===== config.mk =====
export PLATFORM = sky130hd
export DESIGN_NAME = sao_top
export DESIGN_NICKNAME = d
export VERILOG_FILES = /design/src/logic/sao_top.v
export VERILOG_INCLUDE_DIRS = /design/src /design/src/shared
export SDC_FILE = /design/constraint.sdc
export NUM_CORES = 1
export LEC_CHECK = 0
export BUFFER_PORTS_ARGS = -buffer_cell sky130_fd_sc_hd__buf_2
export CORE_UTILIZATION = 50
export CTS_BUF_LIST = sky130_fd_sc_hd__clkbuf_8
export CTS_CLUSTER_SIZE = 25
export DETAILED_ROUTE_END_ITERATION = 12
export PLACE_DENSITY_LB_ADDON = 0.3
export SLEW_MARGIN = 25
export SYNTH_ARGS = -nofsm -noshare
export SYNTH_HDL_FRONTEND = slang
export SYNTH_SLANG_ARGS = --single-unit

===== constraint.sdc =====
create_clock -name core_clk -period 18.52 [get_ports core_clk]
set_input_delay 3.704 -clock core_clk [delete_from_list [all_inputs] [get_ports core_clk]]
set_output_delay 3.704 -clock core_clk [all_outputs]
set_load 0.005 [all_outputs]

===== src/shared/sao_consts.vh =====
// constants for the safing arm output and disposal block
`ifndef SAO_CONSTS_VH
`define SAO_CONSTS_VH
// ==========================================================
// apb register byte offsets
`define SAO_OFF_REC_EN      12'h000
`define SAO_OFF_REC_MAP     12'h004
`define SAO_OFF_REC_DWELL0  12'h008
`define SAO_OFF_REC_DWELL1  12'h00C
`define SAO_OFF_REC_ARMED   12'h010
`define SAO_OFF_LOOP_MASK   12'h014
`define SAO_OFF_DIAG        12'h018
`define SAO_OFF_STRETCH     12'h01C
`define SAO_OFF_SEED        12'h020
`define SAO_OFF_KEY         12'h024
`define SAO_OFF_DISP_STAT   12'h028
// ==========================================================
// sizes and field positions
`define SAO_NREC            4
`define SAO_NARM            4
`define SAO_NLOOP           4
`define SAO_DWELL_W         8
`define SAO_KEY_XOR         8'h55
`define SAO_DIAG_ARM_BIT    0
`define SAO_DIAG_RAIL_BIT   1
`define SAO_DIAG_MODE_BIT   2
`define SAO_DIAG_FET_BIT    3
// ==========================================================
// timing defaults in cycles of the 8 ns clock
`define SAO_SEED_DIV        16'h0100
`define SAO_TIMEOUT_CYC     32'h00BE_BC20
`define SAO_PER_MIN         24'h00_1000
`define SAO_PER_MAX         24'h00_4000
`define SAO_ON_MIN          24'h00_0800
`define SAO_ON_MAX          24'h00_2000
`define SAO_ACL_NEED        2'h3
`define SAO_ACL_BAD_LIM     2'h2
`endif


===== src/logic/sao_top.v =====
// safing arm output stage with disposal arming handshake
//
// The register addresses and the APB slave port were chosen for this implementation.
`timescale 1ns/1ps
`include "sao_consts.vh"
// How it works
// [RL1] arm line is OR of enabled armed records
// [RL2] per-loop mask gates arm lines to drivers
// [RL3] arm line enables rail; fet needs host
// [RL4] four arm output pins show arming state
// [RL5] arm-pin and rail tests never together
// [RL6] dwell runs on; safing reset truncates it
// [RL7] one counter per output; longest dwell wins
// [RL8] reload only when remaining count smaller
// [RL9] free 8-bit seed counter readable by host
// [RL10] seed read freezes seed, computes key
// [RL11] key is seed XOR 0x55
// [RL12] two handshakes plus valid line to arm
// [RL13] host refreshes correct key before timeout
// [RL14] disposal arming drives all outputs, rail
// [RL15] bad, late key or line drops to standby
// [RL16] line period/duty checked; three cycles needed
// [RL17] two consecutive bad cycles disqualify line
// [RL18] missing line: stay standby or leave arming
// [RL19] stretch timer states readable in status
// [RL20] safing reset clears all records
// [RL21] line limits, timeout, seed rate are parameters
module sao_top #(
  parameter [15:0] SEED_DIV    = `SAO_SEED_DIV,  // RL21
  parameter [31:0] TIMEOUT_CYC = `SAO_TIMEOUT_CYC,
  parameter [23:0] PER_MIN     = `SAO_PER_MIN,
  parameter [23:0] PER_MAX     = `SAO_PER_MAX,
  parameter [23:0] ON_MIN      = `SAO_ON_MIN,
  parameter [23:0] ON_MAX      = `SAO_ON_MAX
) (
  // clock and reset
  input  wire        core_clk,
  input  wire        rstn,
  // apb slave
  input  wire        psel,
  input  wire        penable,
  input  wire        pwrite,
  input  wire [11:0] paddr,
  input  wire [31:0] pwdata,
  output wire        pready,
  output reg  [31:0] prdata,
  output wire        pslverr,
  // safing side
  input  wire        safing_reset_n,
  input  wire [3:0]  record_armed,
  input  wire        host_fet_req,
  input  wire        disposal_line,
  // outputs
  output reg  [3:0]  arm_output_pin,
  output reg         safing_fet_rail,
  output reg         safing_fet_on,
  output reg  [15:0] loop_enable,
  output reg         disposal_arming
);
  localparam NR = `SAO_NREC;
  localparam NA = `SAO_NARM;
  localparam DW = `SAO_DWELL_W;
  localparam [1:0] ST_STBY = 2'b01;
  localparam [1:0] ST_ARM  = 2'b10;

  // ==========================================================
  // registers
  reg  [NR-1:0]   rec_en_r;
  reg  [2*NR-1:0] rec_map_r;
  reg  [4*DW-1:0] rec_dwell_r;
  reg  [4*NA-1:0] loop_mask_r;
  reg  [3:0]      diag_r;
  reg  [7:0]      seed_cnt_r;
  reg  [15:0]     seed_div_r;
  reg  [7:0]      exp_key_r;
  reg             key_armed_r;
  reg  [1:0]      hs_cnt_r;
  reg  [1:0]      st_r;
  reg  [31:0]     tmo_r;
  reg  [31:0]     rd_mux;
  wire [NA*DW-1:0] dwell_cnt;
  wire [NA-1:0]   arm_int;
  wire            wr = psel & penable & pwrite;
  wire            rd = psel & penable & ~pwrite;
  wire            key_wr = wr & (paddr == `SAO_OFF_KEY);
  // in arming the refresh key is checked against the last frozen seed
  wire            key_ok = key_wr & (key_armed_r | (st_r == ST_ARM)) & (pwdata[7:0] == exp_key_r);
  wire            acl_ok;

  assign pready  = 1'b1;
  assign pslverr = 1'b0;

  // ==========================================================
  // register writes
  always @(posedge core_clk)
  begin
    if (!rstn || !safing_reset_n)
    begin
      rec_en_r    <= {NR{1'b0}};  // RL20
      rec_map_r   <= {2*NR{1'b0}};
      rec_dwell_r <= {4*DW{1'b0}};
      loop_mask_r <= {4*NA{1'b0}};
      diag_r      <= 4'h0;
    end
    else if (wr)
    begin
      case (paddr)
        `SAO_OFF_REC_EN:     rec_en_r    <= pwdata[NR-1:0];
        `SAO_OFF_REC_MAP:    rec_map_r   <= pwdata[2*NR-1:0];
        `SAO_OFF_REC_DWELL0: rec_dwell_r <= {rec_dwell_r[4*DW-1:2*DW], pwdata[2*DW-1:0]};
        `SAO_OFF_REC_DWELL1: rec_dwell_r <= {pwdata[2*DW-1:0], rec_dwell_r[2*DW-1:0]};
        `SAO_OFF_LOOP_MASK:  loop_mask_r <= pwdata[4*NA-1:0];
        `SAO_OFF_DIAG:
        begin
          diag_r <= pwdata[3:0];
          if (pwdata[`SAO_DIAG_ARM_BIT] && pwdata[`SAO_DIAG_RAIL_BIT])
            diag_r[`SAO_DIAG_RAIL_BIT] <= 1'b0;  // RL5
        end
        default: diag_r <= diag_r;
      endcase
    end
  end

  // ==========================================================
  // arm lines and dwell counters, one per output
  genvar a;
  generate
    for (a = 0; a < NA; a = a + 1)
    begin : g_arm
      reg [DW-1:0] longest;
      reg          hit;
      integer      r;
      always @*
      begin
        longest = {DW{1'b0}};
        hit     = 1'b0;
        for (r = 0; r < NR; r = r + 1)
          if (rec_en_r[r] && record_armed[r] && rec_map_r[2*r +: 2] == a)
          begin
            hit = 1'b1;  // RL1
            if (rec_dwell_r[DW*r +: DW] > longest)
              longest = rec_dwell_r[DW*r +: DW];  // RL7
          end
      end
      reg [DW-1:0] cnt_r;
      always @(posedge core_clk)
      begin
        if (!rstn || !safing_reset_n)
          cnt_r <= {DW{1'b0}};  // RL6
        else if (hit && cnt_r < longest)
          cnt_r <= longest;  // RL8
        else if (cnt_r != {DW{1'b0}})
          cnt_r <= cnt_r - 1'b1;  // RL6
      end
      assign dwell_cnt[DW*a +: DW] = cnt_r;
      assign arm_int[a]            = hit | (cnt_r != {DW{1'b0}});
    end
  endgenerate

  // ==========================================================
  // seed counter and key
  always @(posedge core_clk)
  begin
    if (!rstn)
    begin
      seed_div_r <= 16'h0000;
      seed_cnt_r <= 8'h00;
    end
    else if (seed_div_r >= SEED_DIV - 16'h0001)
    begin
      seed_div_r <= 16'h0000;
      seed_cnt_r <= seed_cnt_r + 8'h01;  // RL9
    end
    else
      seed_div_r <= seed_div_r + 16'h0001;
  end

  // ==========================================================
  // disposal line qualification
  reg  [23:0] per_r;
  reg  [23:0] on_r;
  reg         acl_d_r;
  reg  [1:0]  good_r;
  reg  [1:0]  bad_r;
  wire        rise = disposal_line & ~acl_d_r;
  wire        cyc_ok = (per_r >= PER_MIN) && (per_r <= PER_MAX) && (on_r >= ON_MIN) && (on_r <= ON_MAX);
  wire        stuck = per_r > PER_MAX;
  assign acl_ok = (good_r == `SAO_ACL_NEED);
  always @(posedge core_clk)
  begin
    if (!rstn)
    begin
      acl_d_r <= 1'b0;
      per_r   <= 24'h000000;
      on_r    <= 24'h000000;
      good_r  <= 2'h0;
      bad_r   <= 2'h0;
    end
    else
    begin
      acl_d_r <= disposal_line;
      if (rise || stuck)
      begin
        per_r <= 24'h000001;
        on_r  <= {23'h000000, disposal_line};
        if (cyc_ok && !stuck)  // RL16
        begin
          bad_r <= 2'h0;
          if (good_r != `SAO_ACL_NEED)
            good_r <= good_r + 2'h1;
        end
        else if (bad_r + 2'h1 >= `SAO_ACL_BAD_LIM)
        begin
          bad_r  <= 2'h0;
          good_r <= 2'h0;  // RL17
        end
        else
          bad_r <= bad_r + 2'h1;
      end
      else
      begin
        per_r <= per_r + 24'h000001;
        if (disposal_line)
          on_r <= on_r + 24'h000001;
      end
    end
  end

  // ==========================================================
  // disposal handshake state machine
  always @(posedge core_clk)
  begin
    if (!rstn || !safing_reset_n)
    begin
      st_r        <= ST_STBY;
      exp_key_r   <= 8'h00;
      key_armed_r <= 1'b0;
      hs_cnt_r    <= 2'h0;
      tmo_r       <= 32'h0;
    end
    else
    begin
      if (rd && paddr == `SAO_OFF_SEED)
      begin
        // the key follows the seed value the host was actually shown
        exp_key_r   <= prdata[7:0] ^ `SAO_KEY_XOR;  // RL10 RL11
        key_armed_r <= 1'b1;
      end
      else if (key_wr)
        key_armed_r <= 1'b0;
      case (st_r)
        ST_STBY:
        begin
          tmo_r <= 32'h0;
          if (key_wr)
            hs_cnt_r <= key_ok ? ((hs_cnt_r == 2'h2) ? 2'h2 : hs_cnt_r + 2'h1) : 2'h0;
          if (hs_cnt_r == 2'h2 && acl_ok)  // RL12 RL18
          begin
            st_r     <= ST_ARM;
            hs_cnt_r <= 2'h0;
          end
        end
        ST_ARM:
        begin
          // RL13 RL15
          if ((key_wr && !key_ok) || !acl_ok || tmo_r >= TIMEOUT_CYC - 32'h1)
          begin
            st_r <= ST_STBY;  // RL18
            tmo_r <= 32'h0;
          end
          else
            tmo_r <= key_ok ? 32'h0 : tmo_r + 32'h1;
        end
        default: st_r <= ST_STBY;
      endcase
    end
  end

  // ==========================================================
  // output stage
  integer l;
  always @(posedge core_clk)
  begin
    if (!rstn)
    begin
      arm_output_pin  <= 4'h0;
      safing_fet_rail <= 1'b0;
      safing_fet_on   <= 1'b0;
      loop_enable     <= 16'h0000;
      disposal_arming <= 1'b0;
    end
    else
    begin
      disposal_arming <= (st_r == ST_ARM);
      if (st_r == ST_ARM)
      begin
        arm_output_pin  <= 4'hF;  // RL14
        safing_fet_rail <= 1'b1;
      end
      else if (diag_r[`SAO_DIAG_MODE_BIT])
      begin
        arm_output_pin  <= {NA{diag_r[`SAO_DIAG_ARM_BIT]}};  // RL5
        safing_fet_rail <= diag_r[`SAO_DIAG_RAIL_BIT] & ~diag_r[`SAO_DIAG_ARM_BIT];
      end
      else
      begin
        arm_output_pin  <= arm_int;  // RL4
        safing_fet_rail <= |arm_int;  // RL3
      end
      safing_fet_on <= safing_fet_rail & host_fet_req;  // RL3
      for (l = 0; l < `SAO_NLOOP; l = l + 1)
        loop_enable[4*l +: 4] <= (st_r == ST_ARM) ? 4'hF : (arm_int & ~loop_mask_r[4*l +: 4]);  // RL2
    end
  end

  // ==========================================================
  // read mux
  always @*
  begin
    case (paddr)
      `SAO_OFF_REC_EN:     rd_mux = {28'h0, rec_en_r};
      `SAO_OFF_REC_MAP:    rd_mux = {24'h0, rec_map_r};
      `SAO_OFF_REC_DWELL0: rd_mux = {16'h0, rec_dwell_r[15:0]};
      `SAO_OFF_REC_DWELL1: rd_mux = {16'h0, rec_dwell_r[31:16]};
      `SAO_OFF_REC_ARMED:  rd_mux = {28'h0, record_armed};
      `SAO_OFF_LOOP_MASK:  rd_mux = {16'h0, loop_mask_r};
      `SAO_OFF_DIAG:       rd_mux = {28'h0, diag_r};
      `SAO_OFF_STRETCH:    rd_mux = dwell_cnt;  // RL19
      `SAO_OFF_SEED:       rd_mux = {24'h0, seed_cnt_r};  // RL9
      `SAO_OFF_DISP_STAT:  rd_mux = {24'h0, good_r, hs_cnt_r, 2'h0, key_armed_r, st_r == ST_ARM};
      default:             rd_mux = 32'h0;
    endcase
  end

  // ==========================================================
  // read data register, loaded in the setup cycle so that it
  // stands unchanged through the access cycle
  always @(posedge core_clk)
  begin
    if (!rstn)
      prdata <= 32'h0000_0000;
    else if (psel && !penable)
      prdata <= rd_mux;
  end
endmodule // sao_top


=== Yosys cells after proc, flatten, opt, wreduce, memory -nomap -nowiden ===
Cells that the tools add are included.

* Add/subtract/negate cells: 12
* Magnitude comparators: 25
* Eq/ne operators: 31
* Muxes and demuxes: 84
* Bitwise gates (word level): 29
* Reduce and logical (&&, ||, !) cells: 73

{| class="wikitable"
|+ Operator list
! operator !! number
|-
| 32-bit one-hot mux with 10 select lines || 1
|-
| 8-bit two-way mux || 37
|-
| 32-bit one-hot mux with 2 select lines || 2
|-
| 8-bit greater-than comparator || 12
|-
| 32-bit two-way mux || 2
|-
| 24-bit by 1-bit adder with 24-bit output, second input constant || 2
|-
| 12-bit by 5-bit equality test with 1-bit output, second input constant || 4
|-
| 12-bit by 6-bit equality test with 1-bit output, second input constant || 3
|-
| 1-bit logical AND || 33
|-
| 32-bit by 1-bit adder with 32-bit output, second input constant || 1
|-
| 32-bit by 24-bit >= comparator with 1-bit output, second input constant || 1
|-
| 8-bit less-than comparator || 4
|-
| 8-bit nonzero test || 4
|-
| 8-bit by 1-bit subtractor with 8-bit output, second input constant || 4
|-
| 12-bit by 4-bit equality test with 1-bit output, second input constant || 2
|-
| 24-bit by 12-bit >= comparator with 1-bit output, second input constant || 1
|-
| 24-bit by 13-bit >= comparator with 1-bit output, second input constant || 1
|-
| 24-bit by 15-bit greater-than comparator with 1-bit output, second input constant || 1
|-
| 24-bit by 14-bit less-or-equal comparator with 1-bit output, second input constant || 1
|-
| 24-bit by 15-bit less-or-equal comparator with 1-bit output, second input constant || 1
|-
| 1-bit two-way mux || 24
|-
| 4-bit two-way mux || 6
|-
| 2-bit equality test, second input constant || 11
|-
| 2-bit two-way mux || 11
|-
| 26 further kinds || 85
|}

* Register bits: 273
* Bits of input ports: 56
* Output and inout port bits: 57
* Word-level logic and storage cells: 284

=== Longest topological paths before layout ===
Gate-level depths: netlist (run 1).

* Word-level depth: 15
* Mapped depth: 42
* Gate-level depth less buffers: 38

=== Worst setup path before layout (run 1) ===
No wires, ideal clock.

* Kind: input to register
* Start point: input record_armed[0]
* End point: register g_arm[0].cnt_r[1]
* Setup time: 121 ps
* Data arrival time: 11665 ps
* Required time: 18399 ps
* Setup slack: 6734 ps
* Cell stages on the path: 41
* Buffers on the path: 3
* Cells stage by stage: nand2_1 > nor3_1 > clkbuf_1 > nand2_1 > ha_1 > a21oi_1 > o211ai_1 > o211ai_2 > clkbuf_1 > nand3_1 > o21ai_0 > inv_1 > ha_1 > a21o_1 > a21o_1 > a21o_1 > a21o_1 > or3_1 > (+5 left out) > nand4_1 > nor2_1 > a311o_1 > a21oi_1 > nand2_1 > nand2_1 > a311oi_1 > mux2i_1 > buf_2 > mux2_2 > ha_1 > a21o_1 > a21o_1 > a211o_1 > a2111o_1 > o21bai_1 > o22ai_4 > mux2_2

* Cells in the longest elaborated chain, start to end: 15
* Elaborated cells between the ends (all ways): 20
* Classes of those cells: 4 x order compare; 12 x mux; 4 x reduce/logical

{| class="wikitable"
|+ RTL lines
! item !! line !! source
|-
| start, declared || sao_top.v:50 || <nowiki>input wire [3:0] record_armed,</nowiki>
|-
| 1-bit logical AND (*) (2 in a row) || sao_top.v:138 || <nowiki>if (rec_en_r[r] && record_armed[r] && rec_map_r[2*r +: 2] == a)</nowiki>
|-
| 8-bit two-way mux || sao_top.v:138 ||
|-
| 8-bit greater-than comparator || sao_top.v:141 || <nowiki>if (rec_dwell_r[DW*r +: DW] > longest)</nowiki>
|-
| 8-bit two-way mux || sao_top.v:141 ||
|-
| 8-bit two-way mux || sao_top.v:138 ||
|-
| 8-bit greater-than comparator || sao_top.v:141 ||
|-
| 8-bit two-way mux || sao_top.v:141 ||
|-
| 8-bit two-way mux || sao_top.v:138 ||
|-
| 8-bit greater-than comparator || sao_top.v:141 ||
|-
| 8-bit two-way mux || sao_top.v:141 ||
|-
| 8-bit two-way mux || sao_top.v:138 ||
|-
| 8-bit less-than comparator || sao_top.v:150 || <nowiki>else if (hit && cnt_r < longest)</nowiki>
|-
| 1-bit logical AND || sao_top.v:150 ||
|-
| 8-bit two-way mux / 2-bit nonzero test (equally long branches) || -- ||
|-
| end signal, assigned || sao_top.v:149 || <nowiki>cnt_r <= {DW{1'b0}};</nowiki>
|-
| end signal, assigned || sao_top.v:151 || <nowiki>cnt_r <= longest;</nowiki>
|-
| end signal, assigned || sao_top.v:153 || <nowiki>cnt_r <= cnt_r - 1'b1;</nowiki>
|-
| end, declared || sao_top.v:145 || <nowiki>reg [DW-1:0] cnt_r;</nowiki>
|}

Every way passes the cells marked *; elsewhere a longest branch is shown, timed or not.
A chain may end at the register's enable or synchronous reset.

=== Final worst setup path (run 1) ===
* Start point: input record_armed[0]
* End point: register g_arm[0].cnt_r[5]

The elaborated chain is that of the path after synthesis.

==> Flow_metrics.wiki, run 1 <==
{| class="wikitable"
! Metric !! Value
|-
| Outcome || complete, no violations
|-
| Post-synth top area cell || sky130_fd_sc_hd__dfxtp_1
|-
| CTS max path bufs || 3
|-
| Startpoint of the lowest-slack register-to-register path || rec_en_r[0]
|-
| Hold_sp || tmo_r[31]
|-
| Share of layout cells above drive strength 1 || 12.2%
|-
| Post-Synthesis Cells || 2011
|-
| Pre-antenna DRT Iters || 9
|-
| Peak per-stage delay on the critical path || 640 ps
|-
| Post-CTS Resized || 0
|-
| Antenna violations before repair || 1
|-
| Number of failing setup endpoints in the final timing report || 0
|-
| Total placed cells including tap cells || 2457
|-
| Largest net degree at the start of global routing || 88
|-
| Data required, critical path || 18970 ps
|-
| Startpoint types || input port
|-
| Violation count after the first detailed-route iteration || 1305
|-
| Worst Setup SP || record_armed[0]
|-
| Post-synth design cell area || 16200 sq um
|-
| Non-filler instance count after layout || 2545
|-
| Setup clock skew after layout || 20.9 ps
|-
| Chip Width || 182 microns
|-
| Worst-path maximum fanout || 19
|-
| Post-route cell area || 18200 sq um
|-
| Remaining global-route overflow || 0
|-
| Initial core utilization || 51.1%
|-
| Layout Area Growth over Synthesis || 12.6%
|-
| Total half-perimeter wirelength after legalization and detailed placement || 35100 microns
|-
| Overall Power || 1.76 mW
|-
| Top cell family by delay on the critical path || compound AO/OA/AOI/OAI gates
|-
| Worst vdd rail ir drop || 0.0832 mV
|-
| Min Hold Slack || 461 ps
|-
| Cells taking the most area after synthesis || sky130_fd_sc_hd__dfxtp_1, sky130_fd_sc_hd__ha_1, sky130_fd_sc_hd__nand2_1
|-
| Depth of the CTS H-tree || 2
|-
| Site Rows || 65
|-
| Final Hold Vio Count || 0
|-
| Final core utilization || 57.5%
|-
| Yosys warning count || 0
|-
| Clock insertion delay at the later pin of the skew report || 570 ps
|-
| ANT cells || 0
|-
| Area of the placeable core || 31700 sq um
|-
| Max Clock Freq || 82.2 MHz
|-
| Wirelength, routed || 47800 microns
|-
| Average size of a mapped cell || 8.05 sq um
|-
| Remaining antenna violation count after routing || 0
|-
| Final worst setup slack || 6350 ps
|-
| Sequential area share after synthesis || 33.7%
|-
| Worst Path Arrival || 12620 ps
|-
| Worst Path Class, Setup || input port to flop
|-
| TritonCTS clock tree || yes
|-
| Post-detailed-route wirelength per cell || 18.8 microns
|-
| Transition time of the tightest slew-check pin || 972 ps
|-
| Commonest non-fill, non-tap cells in the layout || sky130_fd_sc_hd__dfxtp_1, sky130_fd_sc_hd__nand2_1, sky130_fd_sc_hd__nor2_1, sky130_fd_sc_hd__a21oi_1, sky130_fd_sc_hd__ha_1
|-
| Hold buffer count at CTS || 0
|-
| Final-layout fill cell count || 2911
|-
| Synth top area share || 33.7%
|-
| Number of global-route vias before repair || 14.3k
|-
| DRC violations left || 0
|-
| Net count, final || 2293
|-
| Die height || 182 microns
|-
| Instance area at placement || 17100 sq um
|-
| Number of max-cap violations || 0
|-
| Unrepaired setup endpoints after global routing || no
|-
| Cell with the largest stage delay on the worst path || sky130_fd_sc_hd__o211ai_2
|-
| Post-synthesis cell type count || 78
|-
| Most common flop cell mapped by yosys || sky130_fd_sc_hd__dfxtp_1
|-
| Number of port buffers || 94
|-
| Mean number of vias per cell || 5.99
|-
| Clk slew on worst S/H paths || 60 ps
|-
| Worst Setup Slack post-DPL || 5570 ps
|-
| Synth Register Bits || 273
|-
| Root buffer cell || sky130_fd_sc_hd__clkbuf_8
|-
| Pwr/cell area || 96.4 nW/um^2
|-
| Post-route fraction of the period consumed by the critical path || 65.7%
|-
| Floorplan die area || 33100 sq um
|-
| Worst hold path class || flop to flop
|-
| Post-synth EDFFs || 0
|-
| Post-CTS setup buffer count || 0
|-
| Most repeated library cell on the critical path || sky130_fd_sc_hd__a21o_1
|-
| Total number of vias || 15.2k
|-
| Global-route wire length before repair || 75200 microns
|-
| Clock sinks || 273
|-
| Final weighted congestion of routability-driven global placement || 1.01
|-
| Leakage power || 7.03 nW
|-
| Ys async rst share || 0%
|-
| Min cycle time layout || 12170 ps
|-
| Boundary pin count || 113
|-
| Most common cell after layout, fill and taps aside || sky130_fd_sc_hd__dfxtp_1
|-
| Final Max Tran Viols || 0
|-
| WP buf/inv || 4
|-
| Number of buffers created by CTS || 48
|-
| Slew margin rel. || 34.7%
|-
| Global-route total usage across every layer || 28.4%
|-
| Fin Setup TNS || 0 ps
|-
| Nature of the critical path endpoint || flop
|}
-- Yosys cell counts, types with 22 or more instances --
master	count
sky130_fd_sc_hd__dfxtp_1	273
sky130_fd_sc_hd__nand2_1	263
sky130_fd_sc_hd__nor2_1	174
sky130_fd_sc_hd__a21oi_1	157
sky130_fd_sc_hd__ha_1	132
sky130_fd_sc_hd__o21ai_0	105
sky130_fd_sc_hd__inv_1	82
sky130_fd_sc_hd__clkbuf_1	79
sky130_fd_sc_hd__nand3_1	75
sky130_fd_sc_hd__a22oi_1	53
sky130_fd_sc_hd__nor3_1	53
sky130_fd_sc_hd__mux2_2	47
sky130_fd_sc_hd__nor2b_1	45
sky130_fd_sc_hd__xnor2_1	43
sky130_fd_sc_hd__and3_1	37
sky130_fd_sc_hd__mux2i_1	35
sky130_fd_sc_hd__xor2_1	34
sky130_fd_sc_hd__nand4_1	32
sky130_fd_sc_hd__a21o_1	30
sky130_fd_sc_hd__and2_1	27
sky130_fd_sc_hd__a31oi_1	22
-- worst register-to-register path, delay by kind of cell, from the launching register on --
kind | cells | cell delay, ps
AND/OR/NAND/NOR | 10 | 1490
flip-flops | 1 | 440
multiplexers | 4 | 1670
adder cells (fa/ha/maj) | 4 | 1190
buffers and inverters | 3 | 390
AO/OA/AOI/OAI | 18 | 4080
-- layout make-up --
| cell class | count | area, sq um | share of cell area, % |
|---|---|---|---|
| clock buffers | 63 | 867 | 4.75 |
| clock inverters | 25 | 279 | 1.53 |
| multi-input cells | 1582 | 10200 | 55.7 |
| flip-flops and latches | 273 | 5470 | 30.0 |
| well taps | 402 | 503 | 2.76 |
| inverters | 82 | 308 | 1.69 |
| repair buffers | 118 | 651 | 3.57 |
-- path summary, 6_finish.rpt --
check	cells after the start	to	slack, ps
min	1	tmo_r[31]	460
min reg2reg	1	tmo_r[31]	460
max	40	g_arm[0].cnt_r[5]	6350
max reg2reg	39	g_arm[0].cnt_r[5]	9170
-- routing by layer --
| layer | global-route usage (%) | part of all wire (%) |
|---|---|---|
| met5 | 0 | 0 |
| met4 | 12.6 | 4.1 |
| met3 | 5.86 | 8.3 |
| met1 | 37.1 | 44 |
| met2 | 45.3 | 44 |
-- flip-flops by register name, summed over array words and instances (netlist names), 16 cells and up --
| signal | count |
|---|---|
| tmo_r | 32 |
| seed_div_r | 16 |
| rec_dwell_r | 32 |
| per_r | 24 |
| loop_enable | 16 |
| loop_mask_r | 16 |
| g_arm.cnt_r | 32 |
| prdata | 32 |
| on_r | 24 |
-- logic make-up after synthesis --
group | Yosys count | share of synthesized area, %
flops | 273 | 33.7
buf+inv | 173 | 4.07
compound gates | 473 | 18.6
other cells | 2 | 0.0464
xor+xnor | 77 | 4.16
fa+ha+maj | 132 | 10.2
mux | 84 | 5.59
simple gates | 797 | 23.6
-- power by group --
part,internal (mW),switching (mW),total (mW)
logic,0.178,0.255,0.434
registers,0.636,0.0442,0.680
clock network,0.391,0.254,0.645
(Power assumes the default switching activity.)
==> inputs of run 2 (changes only) <==
Settings changed: ABC_AREA from default to 1.
Clock period 18.52 ns to 10.93 ns, I/O delays scaled along.
==> Flow_metrics.wiki, run 2 <==
{| class="wikitable"
! Metric !! Value
|-
| Outcome || complete, no violations
|-
| Antenna violations before repair || 0 (-1)
|-
| TritonCTS clock tree || yes
|-
| Post-Synthesis Cells || 2350 (+17%)
|-
| Worst Path Arrival || 9280 ps (-3340 ps)
|-
| Setup clock skew after layout || 21.6 ps (+0.714 ps)
|-
| Post-synth design cell area || 16300 sq um (+0.69%)
|-
| Adder and majority cell fraction of the synthesized area || 10.1% (-0.070 points)
|-
| Leakage power || 7.90 nW (+12%)
|-
| Synthesized-area fraction occupied by and/or/nand/nor cells || 27.1% (+3.6 points)
|-
| Fin Setup TNS || 0 ps (unchanged)
|-
| Final worst setup slack || 2150 ps (-4200 ps)
|-
| Clk slew on worst S/H paths || 60 ps (about the same)
|-
| Net Switching || 0.910 mW (+64%)
|-
| Ys async rst share || 0% (unchanged)
|-
| Worst Setup Slack post-DPL || 1650 ps (-3910 ps)
|-
| Final-layout fill cell count || 3045 (+4.6%)
|-
| Total number of vias || 16.5k (+8.0%)
|-
| Layout Area Growth over Synthesis || 11.6%
|-
| Number of max-cap violations || 0 (unchanged)
|-
| Min cycle time layout || 8780 ps
|-
| Combinational cell fraction of total power || 23.8% (-0.9 points)
|-
| Mean number of vias per cell || 5.65 (-5.7%)
|-
| Nature of the critical path endpoint || flop
|-
| Most repeated cell in the gate-level netlist after synthesis || sky130_fd_sc_hd__nand2_1
|-
| Worst hold path class || flop to flop
|-
| Sequential area share after synthesis || 33.5% (-0.23 points)
|-
| Clock sinks || 273 (unchanged)
|-
| Remaining antenna violation count after routing || 0 (unchanged)
|-
| Die height || 183 microns (+0.34%)
|-
| Cell Int Power || 1.90 mW (+58%)
|-
| Worst-path maximum fanout || 15 (-4)
|-
| Post-CTS setup buffer count || 0 (unchanged)
|-
| Violation count after the first detailed-route iteration || 1351 (+3.5%)
|-
| Dominant combinational cell family by area after synthesis || simple AND/OR/NAND/NOR gates
|-
| Cell with the largest stage delay on the worst path || sky130_fd_sc_hd__a2111oi_0
|-
| Final Hold Vio Count || 0 (unchanged)
|-
| Post-CTS Resized || 0 (unchanged)
|-
| Unrepaired setup endpoints after global routing || no
|-
| Post-synth EDFFs || 0 (unchanged)
|-
| Most common cell after layout, fill and taps aside || sky130_fd_sc_hd__nand2_1
|-
| Portion of total power attributed to sequential cells || 40.2% (+1.5 points)
|-
| Boundary pin count || 113 (unchanged)
|-
| Worst vdd rail ir drop || 0.108 mV (+30%)
|-
| Fraction of power consumed by the clock network || 36.0% (-0.7 points)
|-
| Data required, critical path || 11430 ps (-7540 ps)
|-
| Multiplexer share of the synthesized area || 0% (-5.6 points)
|-
| Chip Width || 183 microns (+0.34%)
|-
| Floorplan die area || 33300 sq um (+0.68%)
|-
| Site Rows || 65 (unchanged)
|-
| Most common flop cell mapped by yosys || sky130_fd_sc_hd__dfxtp_1
|-
| Cells taking the most area after synthesis || sky130_fd_sc_hd__dfxtp_1, sky130_fd_sc_hd__nand2_1, sky130_fd_sc_hd__ha_1
|-
| Pre-antenna DRT Iters || 6 (-3)
|-
| Pwr/cell area || 154 nW/um^2 (+60%)
|-
| Post-detailed-route wirelength per cell || 16.5 microns (-12%)
|-
| Net count, final || 2632 (+15%)
|-
| Xor/xnor share of the synthesized area || 2.26% (-1.9 points)
|-
| Root buffer cell || sky130_fd_sc_hd__clkbuf_8
|-
| Depth of the CTS H-tree || 2 (unchanged)
|-
| Area of the placeable core || 31800 sq um (+0.26%)
|-
| Startpoint types || input port
|-
| Share of layout cells above drive strength 1 || 9.89% (-2.3 points)
|-
| Share of the synthesized area in compound gates (AO/OA/AOI/OAI) || 18.6% (-0.074 points)
|-
| Yosys warning count || 0 (unchanged)
|-
| Number of buffers created by CTS || 47 (-2.1%)
|-
| Clock insertion delay at the later pin of the skew report || 590 ps (+20 ps)
|-
| Commonest non-fill, non-tap cells in the layout || sky130_fd_sc_hd__nand2_1, sky130_fd_sc_hd__dfxtp_1, sky130_fd_sc_hd__inv_1, sky130_fd_sc_hd__a21oi_1, sky130_fd_sc_hd__nor2_1
|-
| Slew margin rel. || 33.0% (-1.7 points)
|-
| Proportion of total power due to net switching || 32.4% (+0.89 points)
|-
| Hold buffer count at CTS || 0 (unchanged)
|-
| Wirelength, routed || 48000 microns (+0.44%)
|-
| Post-synth top area cell || sky130_fd_sc_hd__dfxtp_1
|-
| ANT cells || 0 (unchanged)
|-
| Synth Register Bits || 273 (unchanged)
|-
| Initial core utilization || 51.3% (+0.22 points)
|-
| Total half-perimeter wirelength after legalization and detailed placement || 35800 microns (+2.1%)
|-
| Remaining global-route overflow || 0 (unchanged)
|-
| Worst R2R Setup Slack || 3360 ps (-5810 ps)
|-
| Largest net degree at the start of global routing || 73 (-17%)
|-
| Transition time of the tightest slew-check pin || 1000 ps (+30.4 ps)
|-
| Final weighted congestion of routability-driven global placement || 0.995 (-1.7%)
|-
| Number of port buffers || 94 (unchanged)
|-
| Synth top area share || 33.5% (-0.23 points)
|-
| Number of failing setup endpoints in the final timing report || 0 (unchanged)
|-
| CTS max path bufs || 3 (unchanged)
|-
| Post-route fraction of the period consumed by the critical path || 80.3%
|-
| Global-route total usage across every layer || 28.8% (+0.39 points)
|-
| Number of global-route vias before repair || 15.6k (+9.4%)
|-
| Post-synthesis cell type count || 61 (-22%)
|-
| Worst Path Class, Setup || input port to flop
|-
| Final Max Tran Viols || 0 (unchanged)
|-
| Peak per-stage delay on the critical path || 580 ps (-60 ps)
|-
| Average size of a mapped cell || 6.94 sq um (-14%)
|-
| Global-route wire length before repair || 77100 microns (+2.6%)
|-
| Commonest cells post-synth || sky130_fd_sc_hd__nand2_1, sky130_fd_sc_hd__dfxtp_1, sky130_fd_sc_hd__inv_1
|-
| Max Clock Freq || 114 MHz
|-
| DRC violations left || 0 (unchanged)
|}
-- run 2: routing by layer --
metal	routed length, microns	GRT usage, %	vias up
met5	0	0	-
met4	2130	14.5	0
met3	3440	4.09	141
met2	22300	48.6	590
met1	20200	35.9	7628
li1	-	-	8095
-- run 2: worst paths after layout --
check                   from           endpoint  cells past startpoint
max          record_armed[0]  g_arm[3].cnt_r[3]                     38
min                tmo_r[28]          tmo_r[28]                      2
max reg2reg     rec_map_r[1]  g_arm[3].cnt_r[3]                     37
min reg2reg        tmo_r[28]          tmo_r[28]                      2
-- run 2: stage by stage --
stage          utilization [%]  cell area [sq um]  hold WS, ps  power, mW  std cells
2_1_floorplan                -              16400          418       1.62       2367
3_3_place_gp              53.9              17200          427       1.79       2830
3_5_place_dp              54.0              17200          429       1.81       2830
4_1_cts                   57.2              18200          439       2.82       2912
5_1_grt                   57.2              18200          462       2.98       2912
6_report                  57.2              18200          436       2.81       2912
-- run 2: kinds of logic (layout without fill, tap and decap cells) --
family	Yosys count	after routing
flops	273	273
fa+ha+maj	132	132
other cells	2	19
compound gates	538	538
xor+xnor	42	42
simple gates	1009	1009
buf+inv	354	464
-- run 2: critical path: cells and delay by family --
family | cells | cell delay, ps
buffers and inverters | 6 | 420
adder cells (fa/ha/maj) | 4 | 1190
AND/OR/NAND/NOR | 14 | 2640
AO/OA/AOI/OAI | 14 | 2830
-- run 2: cell type report --
| type | instances | area, sq um | share of cell area, % |
|---|---|---|---|
| timing repair buffer | 102 | 531 | 2.92 |
| clock inverter | 23 | 210 | 1.16 |
| sequential | 273 | 5470 | 30.0 |
| multi-input combinational | 1740 | 9580 | 52.7 |
| inverter | 280 | 1050 | 5.79 |
| tap | 435 | 544 | 2.99 |
| clock buffer | 59 | 812 | 4.46 |
-- run 2: power by group through the flow --
stage          clock network, mW  logic [mW]  registers (mW)
3_3_place_gp                   0       0.645            1.15
4_1_cts                     1.03       0.666            1.13
6_report                    1.01       0.669            1.13
3_5_place_dp                   0       0.659            1.15
2_1_floorplan                  0       0.486            1.13
5_1_grt                     1.08       0.767            1.14
==> inputs of run 3 (changes only) <==
Clock period 10.93 ns to 8.4 ns, I/O delays scaled along.
==> Flow_metrics.wiki, run 3 (synthesis results as in run 2) <==
{| class="wikitable"
! Metric !! Value
|-
| End point of the most critical hold path || tmo_r[30]
|-
| Worst R2R Setup Slack || 1390 ps (-1970 ps)
|-
| Number of port buffers || 94 (unchanged)
|-
| Global-route total usage across every layer || 28.8% (-0.034 points)
|-
| Hold buffer count at CTS || 0 (unchanged)
|-
| Worst vdd rail ir drop || 0.132 mV (+23%)
|-
| Worst Path Arrival || 8160 ps (-1120 ps)
|-
| Final-layout fill cell count || 3024 (-0.69%)
|-
| Post-detailed-route wirelength per cell || 16.4 microns (-0.86%)
|-
| Hold_sp || tmo_r[30]
|-
| Leakage power || 7.94 nW (+0.52%)
|-
| Transition time of the tightest slew-check pin || 1020 ps (+13.2 ps)
|-
| Worst Setup Slack post-DPL || 70.2 ps (-1580 ps)
|-
| Data required, critical path || 8820 ps (-2610 ps)
|-
| Overall Power || 3.62 mW (+29%)
|-
| Chip Width || 183 microns (unchanged)
|-
| Post-route fraction of the period consumed by the critical path || 92.1%
|-
| Number of global-route vias before repair || 15.4k (-1.1%)
|-
| Mean number of vias per cell || 5.58 (-1.2%)
|-
| Total number of vias || 16.3k (-0.72%)
|-
| Final Hold Vio Count || 0 (unchanged)
|-
| Antenna violations before repair || 0 (unchanged)
|-
| Min Hold Slack || 438 ps (+1.26 ps)
|-
| Hold path depth || 2 (unchanged)
|-
| Number of max-cap violations || 0 (unchanged)
|-
| Die height || 183 microns (unchanged)
|-
| Depth of the worst register-to-register path || 36 (-2.7%)
|-
| Area of the placeable core || 31800 sq um (unchanged)
|-
| Share of layout cells above drive strength 1 || 10.5% (+0.58 points)
|-
| Setup clock skew after layout || 31.2 ps (+9.53 ps)
|-
| Startpoint types || input port
|-
| Total half-perimeter wirelength after legalization and detailed placement || 35900 microns (+0.28%)
|-
| Root buffer cell || sky130_fd_sc_hd__clkbuf_8
|-
| Net count, final || 2650 (+0.68%)
|-
| Number of buffers created by CTS || 48 (+2.1%)
|-
| Total placed cells including tap cells || 2846 (+0.57%)
|-
| Startpoint of the lowest-slack register-to-register path || rec_map_r[0]
|-
| Remaining antenna violation count after routing || 0 (unchanged)
|-
| DRC violations left || 0 (unchanged)
|-
| Number of failing setup endpoints in the final timing report || 0 (unchanged)
|-
| Clock insertion delay at the later pin of the skew report || 600 ps (about the same)
|-
| CTS max path bufs || 3 (unchanged)
|-
| Remaining global-route overflow || 0 (unchanged)
|-
| Peak per-stage delay on the critical path || 380 ps (-200 ps)
|-
| Violation count after the first detailed-route iteration || 1259 (-6.8%)
|-
| TritonCTS clock tree || yes
|-
| Pre-antenna DRT Iters || 6 (unchanged)
|-
| Slew margin rel. || 32.2% (-0.88 points)
|-
| Outcome || complete, no violations
|-
| Pwr/cell area || 198 nW/um^2 (+28%)
|-
| Most repeated library cell on the critical path || sky130_fd_sc_hd__nand2_1
|-
| Depth of the CTS H-tree || 2 (unchanged)
|-
| Global-route wire length before repair || 76900 microns (-0.31%)
|-
| Non-filler instance count after layout || 2927 (+0.52%)
|-
| Most common cell after layout, fill and taps aside || sky130_fd_sc_hd__nand2_1
|-
| Final core utilization || 57.5% (+0.26 points)
|-
| Largest net degree at the start of global routing || 73 (unchanged)
|-
| Final weighted congestion of routability-driven global placement || 0.988 (-0.78%)
|-
| Wirelength, routed || 47900 microns (-0.35%)
|-
| Boundary pin count || 113 (unchanged)
|-
| Cell with the largest stage delay on the worst path || sky130_fd_sc_hd__nor3_4
|-
| Clk slew on worst S/H paths || 60 ps (about the same)
|-
| Site Rows || 65 (unchanged)
|-
| Nature of the critical path endpoint || flop
|-
| Critical R2R Capture || g_arm[1].cnt_r[1]
|-
| Min cycle time layout || 7730 ps
|-
| Initial core utilization || 51.3% (unchanged)
|-
| Commonest non-fill, non-tap cells in the layout || sky130_fd_sc_hd__nand2_1, sky130_fd_sc_hd__dfxtp_1, sky130_fd_sc_hd__inv_1, sky130_fd_sc_hd__a21oi_1, sky130_fd_sc_hd__nor2_1
|-
| Floorplan die area || 33300 sq um (unchanged)
|-
| Final Max Tran Viols || 0 (unchanged)
|-
| Clock sinks || 273 (unchanged)
|-
| Worst Setup SP || record_armed[0]
|-
| Worst hold path class || flop to flop
|-
| Layout Area Growth over Synthesis || 12.1%
|-
| Worst-path maximum fanout || 16 (+1)
|-
| Worst Path Class, Setup || input port to flop
|-
| Max Clock Freq || 129 MHz
|-
| ANT cells || 0 (unchanged)
|-
| Final worst setup slack || 667 ps (-1480 ps)
|}
==> run 3: layout make-up <==
cell class,count,area [sq um],share of cell area [%]
multi-input cells,1740,9580,52.4
flip-flops and latches,273,5470,29.9
inverters,280,1050,5.76
clock buffers,58,798,4.37
repair buffers,119,658,3.60
well taps,435,544,2.98
clock inverters,22,179,0.979
==> run 3: report_power, final <==
part	switching [mW]	total, mW	internal [mW]	leakage (nW)
logic	0.550	0.880	0.330	5.18
clock network	0.558	1.27	0.713	0.544
registers	0.0816	1.47	1.39	2.22
total	1.19	3.62	2.43	7.94
==> run 3: how the worst max path moves through the flow <==
stage                     slack (ps)           endpoint
after global placement           260  g_arm[2].cnt_r[5]
after CTS                        690  g_arm[2].cnt_r[1]
after floorplan                  810  g_arm[2].cnt_r[1]
after detailed placement          70  g_arm[2].cnt_r[2]
final                            670  g_arm[2].cnt_r[1]
after global routing             -40  g_arm[2].cnt_r[1]
==> run 3: per-stage QoR <==
stage / TNS (ps) / instance area, sq um
2_1_floorplan: 0 / 16400
3_3_place_gp: 0 / 17300
3_5_place_dp: 0 / 17300
4_1_cts: 0 / 18300
5_1_grt: -97.6 / 18300
6_report: 0 / 18300
==> run 3: per-layer routing <==
layer / wire [microns] / vias to the layer above / global-route usage [%] / share of wire (%)
li1: - / 8120 / - / -
met1: 20500 / 7537 / 36.2 / 43
met2: 22300 / 569 / 49.1 / 47
met3: 3380 / 110 / 4.25 / 7.1
met4: 1710 / 0 / 11.7 / 3.6
met5: 0 / - / 0 / 0
==> run 3: worst max-delay path, delay by kind of cell <==
family	cells	cell delay, ps
buf+inv	5	630
fa+ha+maj	4	1250
simple gates	20	2730
compound gates	12	1850
==> run 3: repair_timing <==
action | in CTS | in global routing
gates resized for setup | 0 | 2
setup endpoints to repair | 0 | 9
setup buffers | 0 | 1
